$ cat src/dsm_defines.svh
`ifndef DSM_DEFINES_SVH
`define DSM_DEFINES_SVH

// Register select codes, low three select lines with select line 3 high
`define DSM_SEL_STATUS_CMD 3'h0
`define DSM_SEL_REQUEST 3'h1
`define DSM_SEL_SINGLE_MASK 3'h2
`define DSM_SEL_MODE 3'h3
`define DSM_SEL_CLEAR_FF 3'h4
`define DSM_SEL_TEMP_MCLR 3'h5
`define DSM_SEL_ALL_MASK 3'h7

// Field positions
`define DSM_STAT_TC_LSB 0
`define DSM_STAT_REQ_LSB 4
`define DSM_BIT_CHAN_LSB 0
`define DSM_BIT_SET_POS 2
`define DSM_MODE_AUTOINIT_POS 4

// Reset values
`define DSM_MASK_RESET 4'hF
`define DSM_TEMP_RESET 8'h00
`define DSM_CMD_RESET 8'h00
`define DSM_MODE_RESET 6'h00

`endif

$ cat src/dsm_pkg.sv
package dsm_pkg;
  typedef logic [3:0] dsm_chan_t;
  typedef logic [7:0] dsm_byte_t;
  typedef enum logic [1:0] {
    DSM_IDLE,
    DSM_ACTIVE
  } dsm_cycle_t;
endpackage

$ cat src/dsm_status_if.sv
`timescale 1ns/10ps
interface dsm_status_if;
  logic [3:0] tc_event;
  logic [3:0] req_level;
  logic status_read;
  logic clear_all;
  logic [7:0] status_byte;
  modport ctrl (output tc_event, output req_level, output status_read, output clear_all,
    input status_byte);
  modport stat (input tc_event, input req_level, input status_read, input clear_all,
    output status_byte);
endinterface

$ cat src/dsm_status.sv
`timescale 1ns/10ps
`include "dsm_defines.svh"
module dsm_status
  import dsm_pkg::*;
(
  // Clock and reset
  input wire logic clk,
  input wire logic srst,
  // Status link
  dsm_status_if.stat st
);
  dsm_chan_t tc_flags;
  dsm_chan_t next_tc_flags;

  always_comb begin
    next_tc_flags = tc_flags;
    if (st.status_read || st.clear_all) begin
      next_tc_flags = 4'h0;
    end
    next_tc_flags = next_tc_flags | st.tc_event;
  end

  always_ff @(posedge clk) begin
    if (srst) begin
      tc_flags <= 4'h0;
    end else begin
      tc_flags <= next_tc_flags;
    end
  end

  // live request bits
  // Formed in the read cycle itself, so the caller registers it with no stale byte
  assign st.status_byte = {st.req_level, tc_flags | st.tc_event};
endmodule

$ cat src/dsm_ctrl.sv
`timescale 1ns/10ps
`include "dsm_defines.svh"
// How it works
// - Terminal-count status bits 0-3 set on each channel terminal count.
// - Terminal-count bits clear on reset and on every status read, except a terminal count arriving in the read cycle, which stays set.
// - Status bits 4-7 show channels currently requesting service.
// - Temporary register keeps last memory-to-memory byte until reset.
// - Clear-flip-flop and master clear ignore the data bus value.
// - Clear-flip-flop command makes next byte access take the low byte.
// - Master clear acts as reset: clears registers, sets mask, idles.
// - Select line 3 high; low three lines decode the register function.
// - Set mask bit blocks that channel's hardware request.
// - End of process without autoinit sets that channel's mask bit.
// - Single-mask write sets or clears one chosen mask bit only.
// - Reset sets all mask bits, blocking every hardware request.
// - Write-all-mask loads four mask bits from one byte.
// - Software request bit clears on terminal count or end of process.
module dsm_ctrl
  import dsm_pkg::*;
(
  // Clock and reset
  input wire logic clk,
  input wire logic srst,
  // Host register port
  input wire logic register_select_0,
  input wire logic register_select_1,
  input wire logic register_select_2,
  input wire logic register_select_3,
  input wire logic io_read_strobe,
  input wire logic io_write_strobe,
  input wire logic [7:0] data_in,
  output logic [7:0] data_out,
  output logic data_out_valid,
  // Channel side
  input wire logic [3:0] channel_request_input,
  input wire logic [3:0] terminal_count,
  input wire logic [3:0] end_of_process,
  input wire logic addr_count_access,
  input wire logic mem_xfer_strobe,
  input wire logic [7:0] mem_xfer_byte,
  // Block state
  output logic [3:0] channel_request_block,
  output logic [3:0] recognized_request,
  output logic [3:0] software_request,
  output logic [7:0] command_reg,
  output logic byte_high_select,
  output logic controller_idle
);
  // ==========================================================
  // Input synchronisers
  logic [3:0] channel_request_input_meta;
  logic [3:0] channel_request_input_sync;
  logic [3:0] tc_meta;
  logic [3:0] tc_sync;
  logic [3:0] eop_meta;
  logic [3:0] eop_sync;
  logic [3:0] tc_prev;
  logic [3:0] eop_prev;
  logic [3:0] tc_rise;
  logic [3:0] eop_rise;

  always_ff @(posedge clk) begin
    if (srst) begin
      channel_request_input_meta <= 4'h0;
      channel_request_input_sync <= 4'h0;
      tc_meta <= 4'h0;
      tc_sync <= 4'h0;
      eop_meta <= 4'h0;
      eop_sync <= 4'h0;
      tc_prev <= 4'h0;
      eop_prev <= 4'h0;
    end else begin
      channel_request_input_meta <= channel_request_input;
      channel_request_input_sync <= channel_request_input_meta;
      tc_meta <= terminal_count;
      tc_sync <= tc_meta;
      eop_meta <= end_of_process;
      eop_sync <= eop_meta;
      tc_prev <= tc_sync;
      eop_prev <= eop_sync;
    end
  end

  assign tc_rise = tc_sync & ~tc_prev;
  assign eop_rise = eop_sync & ~eop_prev;

  // ==========================================================
  // Access decode
  logic [2:0] sel;
  logic rd_prev;
  logic wr_prev;
  logic rd_pulse;
  logic wr_pulse;

  function automatic logic [3:0] dsm_onehot(input logic [1:0] ch);
    dsm_onehot = 4'h1 << ch;
  endfunction

  assign sel = {register_select_2, register_select_1, register_select_0};

  always_ff @(posedge clk) begin
    if (srst) begin
      rd_prev <= 1'b0;
      wr_prev <= 1'b0;
    end else begin
      rd_prev <= io_read_strobe;
      wr_prev <= io_write_strobe;
    end
  end

  // one strobe per access, edge taken once
  assign rd_pulse = io_read_strobe & ~rd_prev & ~io_write_strobe & register_select_3;
  assign wr_pulse = io_write_strobe & ~wr_prev & ~io_read_strobe & register_select_3;

  logic status_rd;
  logic temp_rd;
  logic cmd_wr;
  logic req_wr;
  logic smask_wr;
  logic mode_wr;
  logic clrff_wr;
  logic mclr_wr;
  logic amask_wr;

  always_comb begin
    status_rd = 1'b0;
    temp_rd = 1'b0;
    cmd_wr = 1'b0;
    req_wr = 1'b0;
    smask_wr = 1'b0;
    mode_wr = 1'b0;
    clrff_wr = 1'b0;
    mclr_wr = 1'b0;
    amask_wr = 1'b0;
    if (rd_pulse && sel == `DSM_SEL_STATUS_CMD) begin
      status_rd = 1'b1;
    end else if (rd_pulse && sel == `DSM_SEL_TEMP_MCLR) begin
      temp_rd = 1'b1;
    end else if (wr_pulse && sel == `DSM_SEL_STATUS_CMD) begin
      cmd_wr = 1'b1;
    end else if (wr_pulse && sel == `DSM_SEL_REQUEST) begin
      req_wr = 1'b1;
    end else if (wr_pulse && sel == `DSM_SEL_SINGLE_MASK) begin
      smask_wr = 1'b1;
    end else if (wr_pulse && sel == `DSM_SEL_MODE) begin
      mode_wr = 1'b1;
    end else if (wr_pulse && sel == `DSM_SEL_CLEAR_FF) begin
      clrff_wr = 1'b1;
    end else if (wr_pulse && sel == `DSM_SEL_TEMP_MCLR) begin
      mclr_wr = 1'b1;
    end else if (wr_pulse && sel == `DSM_SEL_ALL_MASK) begin
      amask_wr = 1'b1;
    end
  end

  // ==========================================================
  // Status register
  dsm_status_if st_link ();
  assign st_link.tc_event = tc_rise;
  assign st_link.req_level = channel_request_input_sync | software_request;
  assign st_link.status_read = status_rd;
  assign st_link.clear_all = mclr_wr;

  dsm_status u_status (
    .clk(clk),
    .srst(srst),
    .st(st_link)
  );

  // ==========================================================
  // Control state
  dsm_chan_t next_mask;
  dsm_chan_t next_sreq;
  dsm_byte_t next_cmd;
  dsm_byte_t temp_reg;
  dsm_byte_t next_temp;
  logic [5:0] mode_reg [4];
  logic [5:0] next_mode [4];
  logic next_byte_ff;
  dsm_cycle_t cycle;
  dsm_cycle_t next_cycle;
  logic [3:0] autoinit;
  logic [7:0] next_dout;
  logic next_dvalid;
  logic [3:0] next_recog;

  always_comb begin
    for (int i = 0; i < 4; i++) begin
      autoinit[i] = mode_reg[i][`DSM_MODE_AUTOINIT_POS];
    end
  end

  always_comb begin
    next_mask = channel_request_block;
    next_sreq = software_request;
    next_cmd = command_reg;
    next_temp = temp_reg;
    next_mode = mode_reg;
    next_byte_ff = byte_high_select;
    next_cycle = cycle;
    next_dout = data_out;
    next_dvalid = 1'b0;
    if (mem_xfer_strobe) begin
      next_temp = mem_xfer_byte;
    end
    if (addr_count_access) begin
      next_byte_ff = ~byte_high_select;
    end
    if (clrff_wr) begin
      next_byte_ff = 1'b0;
    end
    if (cmd_wr) begin
      next_cmd = data_in;
    end
    if (mode_wr) begin
      next_mode[data_in[1:0]] = data_in[7:2];
    end
    if (req_wr) begin
      next_sreq[data_in[1:0]] = data_in[`DSM_BIT_SET_POS];
    end
    next_sreq = next_sreq & ~(tc_rise | eop_rise);
    if (smask_wr) begin
      next_mask[data_in[1:0]] = data_in[`DSM_BIT_SET_POS];
    end
    if (amask_wr) begin
      next_mask = data_in[3:0];
    end
    next_mask = next_mask | (eop_rise & ~autoinit);
    if (|(channel_request_input_sync & ~next_mask) || |software_request) begin
      next_cycle = DSM_ACTIVE;
    end else begin
      next_cycle = DSM_IDLE;
    end
    if (status_rd) begin
      next_dout = st_link.status_byte;
      next_dvalid = 1'b1;
    end
    if (temp_rd) begin
      next_dout = temp_reg;
      next_dvalid = 1'b1;
    end
    if (mclr_wr) begin
      next_mask = `DSM_MASK_RESET;
      next_sreq = 4'h0;
      next_cmd = `DSM_CMD_RESET;
      next_temp = `DSM_TEMP_RESET;
      next_byte_ff = 1'b0;
      next_cycle = DSM_IDLE;
      for (int i = 0; i < 4; i++) begin
        next_mode[i] = `DSM_MODE_RESET;
      end
    end
  end

  assign next_recog = mclr_wr ? 4'h0 : (channel_request_input_sync & ~channel_request_block);

  always_ff @(posedge clk) begin
    if (srst) begin
      channel_request_block <= `DSM_MASK_RESET;
      software_request <= 4'h0;
      command_reg <= `DSM_CMD_RESET;
      temp_reg <= `DSM_TEMP_RESET;
      byte_high_select <= 1'b0;
      cycle <= DSM_IDLE;
      data_out <= 8'h00;
      data_out_valid <= 1'b0;
      recognized_request <= 4'h0;
      controller_idle <= 1'b1;
      for (int i = 0; i < 4; i++) begin
        mode_reg[i] <= `DSM_MODE_RESET;
      end
    end else begin
      channel_request_block <= next_mask;
      software_request <= next_sreq;
      command_reg <= next_cmd;
      temp_reg <= next_temp;
      byte_high_select <= next_byte_ff;
      cycle <= next_cycle;
      data_out <= next_dout;
      data_out_valid <= next_dvalid;
      recognized_request <= next_recog;
      controller_idle <= (next_cycle == DSM_IDLE);
      mode_reg <= next_mode;
    end
  end
endmodule

$ cat config.mk
export PLATFORM = sky130hd
export DESIGN_NAME = dsm_ctrl
export DESIGN_NICKNAME = d
export VERILOG_FILES = /design/src/dsm_pkg.sv /design/src/dsm_status_if.sv /design/src/dsm_status.sv /design/src/dsm_ctrl.sv
export VERILOG_INCLUDE_DIRS = /design/src
export SDC_FILE = /design/constraint.sdc
export NUM_CORES = 1
export LEC_CHECK = 0
export BUFFER_PORTS_ARGS = -buffer_cell sky130_fd_sc_hd__buf_4
export CAP_MARGIN = 20
export CORE_MARGIN = 5
export CORE_UTILIZATION = 53
export DETAILED_ROUTE_END_ITERATION = 16
export PLACE_DENSITY = 0.85
export SYNTH_ARGS = -nofsm -noshare
export SYNTH_HDL_FRONTEND = slang
export SYNTH_SLANG_ARGS = --single-unit
$ cat constraint.sdc
create_clock -name clk -period 2.01 [get_ports clk]
set_clock_uncertainty 0.1 [all_clocks]
set_input_delay 0.201 -clock clk [delete_from_list [all_inputs] [get_ports clk]]
set_output_delay 0.201 -clock clk [all_outputs]
set_load 0.02 [all_outputs]
==> run metrics <==
status finished, final reports clean; Max Cap Viol 0; PD cells 792 nW/um2; Mapped Nets 337; share of layout cells above drive strength 1 0.256; Clock Tree Buf Depth 2; fmax 516 MHz; Nets 431; WHS 0.00977 ns; cell family with most CP delay simple AND/OR/NAND/NOR gates; RR Endpoint controller_idle$_SDFF_PP1_; YS warnings 0; initial antenna violation count 0; antenna viol nets, final 0; Final HPWL DP 4780 um; TritonCTS clock tree yes; overall power 3.20 mW; die area 7230 um2; H-tree levels 3; Setup Crit Path Kind flip-flop to flip-flop; vias in the first global route 2433; Crit Path Max Fanout 9; Hold Crit Class input pin to flip-flop; Initial DRT Pass Iterations 5; Rows 27; initial core utilization 0.545; GR Overflow Total 0; Multi-input gate area 1270 um2; async set-reset flop share out of synthesis 0; via count 2486; crit share post-route 0.965; Setup crit start wr_prev$_SDFF_PP0_; Worst R2R Setup Slack 0.07 ns; Clock Root Buffer clkbuf_8; Synth Instances 299; first-pass GRT wire length 11500 um; Startpoint Class flip-flop; DRT iter0 DRCs 130; area growth from synthesis to layout 35.5%; register area share after synthesis 0.543; Setup Slack @ Placement 0.0643 ns; leak pwr 1.66 nW; clk sinks 81; routability cong. 0.905; Critical Path Stages 6; Synth top area share 0.543; Post-synth EDFFs 0; post-synth design cell area 2980 um2; core footprint 5470 um2; FILL cells 379; # setup viols final 0; die width 85.0 um; worst-path cell chain nor4bb_2 > buf_4 > nand2_1 > o31a_1 > nand4b_1 > a41o_1; final max-slew violation count 0; WP buf/inv 1; CP endpoint controller_idle$_SDFF_PP1_; drt total wl 7050 um; R2R Path Start wr_prev$_SDFF_PP0_; placed cell area 3580 um2; port bufs 68; final worst slack 0.0711 ns; antenna diode count 0; syn_area_per_cell 9.98 um2; Num CTS Buffers 9; DR vias/cell 5.29; FF-to-FF path depth 6; max incr delay on CP 0.32 ns; Util after Layout 0.739; Tmin final 1.94 ns; WP data required 2.15 ns; Post-CTS Setup Bufs 0; synthesized flop and latch total 81; Synth area leaders dfxtp_1, mux2i_1, nor2b_1, nor2_1, nand2_1; total global routing track utilization 0.200; Slew Limit Headroom 0.656; worst-margin pin slew 0.512 ns; Clock transition at path regs 0.08 ns; I/O Pins 69; Crit-path slowest cell dfxtp_1; DRC Markers 0; CP endpoint kind flip-flop; largest net degree at the start of global routing 27; Hold Fails Final Rpt 0; fin area 4040 um2; Worst Path Arrival 2.08 ns; Routed WL per cell 15.0 um; Netlist cell types 45; sequential standard cell area 1620 um2; Synth Flop Type dfxtp_1; post-synth top area cell dfxtp_1; peak supply drop 502 uV; die height 85.0 um; later-pin clock latency in the skew report 0.35 ns
power by group:
group | total [mW] | internal, mW | leakage (nW) | switching, mW
Sequential | 1.67 | 1.65 | 0.662 | 0.0227
Clock | 1.26 | 0.693 | 0.106 | 0.566
Combinational | 0.269 | 0.145 | 0.895 | 0.124
Total | 3.20 | 2.49 | 1.66 | 0.713
worst register-to-register path: cells and delay by family (launching register included):
family | cells | cell delay (ns)
AO/OA/AOI/OAI | 2 | 0.57
AND/OR/NAND/NOR | 3 | 0.64
flip-flops | 1 | 0.32
buffers and inverters | 1 | 0.21
kinds of logic after synthesis:
| logic type | after synthesis | synth area share |
|---|---|---|
| and+or+nand+nor | 127 | 0.244 |
| xor gates and xnor gates | 1 | 0.00294 |
| AOI/OAI and AO/OA | 41 | 0.0910 |
| buffers and inverters | 24 | 0.0344 |
| muxes | 25 | 0.0839 |
| DFF | 81 | 0.543 |
cell usage after synthesis, types with 2 or more instances:
master and number:
buf_2 6, nor2_1 29, a21o_1 2, nor2b_1 39, nand4b_1 3, nand4_1 4, buf_1 2, o21ai_0 8
inv_1 7, dfxtp_1 81, nand2_1 19, a31oi_1 9, nand3_1 8, and2_1 2, a21oi_1 9, nand3b_1 3
nor3b_1 8, a2111oi_0 2, mux2i_1 25, clkbuf_1 7, and3_1 2
layout by cell type, fill, tap and decap left out, drive strengths merged, types with 2 or more instances in the layout:
cell type	instances
nand2	19
nand4	4
and3	3
nand3b	3
a31oi	9
nor3b	9
nor2	30
clkinv	3
a21o	2
o21ai	8
nor2b	39
nand4b	3
a21oi	10
inv	7
buf	76
and2	3
mux2i	25
dlygate4sd3	24
nand3	8
bufinv	2
a2111oi	4
clkbuf	10
dfxtp	81
layer usage:
layer	wire (um)	GRT usage	vias up
li1	-	-	1213
met1	2860	0.241	1178
met2	3640	0.333	87
met3	464	0.0592	8
met4	80	0.0791	0
met5	0	0	-
how the worst min path moves through the flow:
stage / startpoint / slack (ns) / endpoint / cells after the start
after floorplan: channel_request_input[0] / 0.23 / channel_request_input_meta[0]$_SDFF_PP0_ / 1
after global placement: terminal_count[0] / 0.31 / tc_meta[0]$_SDFF_PP0_ / 2
after detailed placement: end_of_process[2] / 0.32 / eop_meta[2]$_SDFF_PP0_ / 2
after CTS: mem_xfer_byte[6] / 0.002 / temp_reg[6]$_SDFFE_PP0P_ / 3
after global routing: register_select_2 / 0.02 / byte_high_select$_SDFFE_PP0P_ / 2
final: mem_xfer_byte[6] / 0.01 / temp_reg[6]$_SDFFE_PP0P_ / 3
stage by stage:
step	cells	TNS, ns
after floorplan	299	0
after global placement	430	0
after detailed placement	430	0
after CTS	470	0
after global routing	470	-0.0365
final	470	0
repair_timing:
item                                   4_1_cts  5_1_grt
resized for setup                            0        2
endpoints found under the hold margin       24        0
hold buffers                                24        0
setup endpoints to repair                    0        1
cell type report:
type	instances	area share
repair buffers	100	0.204
flip-flops and latches	81	0.401
well taps	72	0.0223
clock buffers	10	0.0316
multi-input cells	194	0.314
inverters	7	0.00650
clock inverters	6	0.0204
No activity file was read; power rests on OpenSTA's default activity.
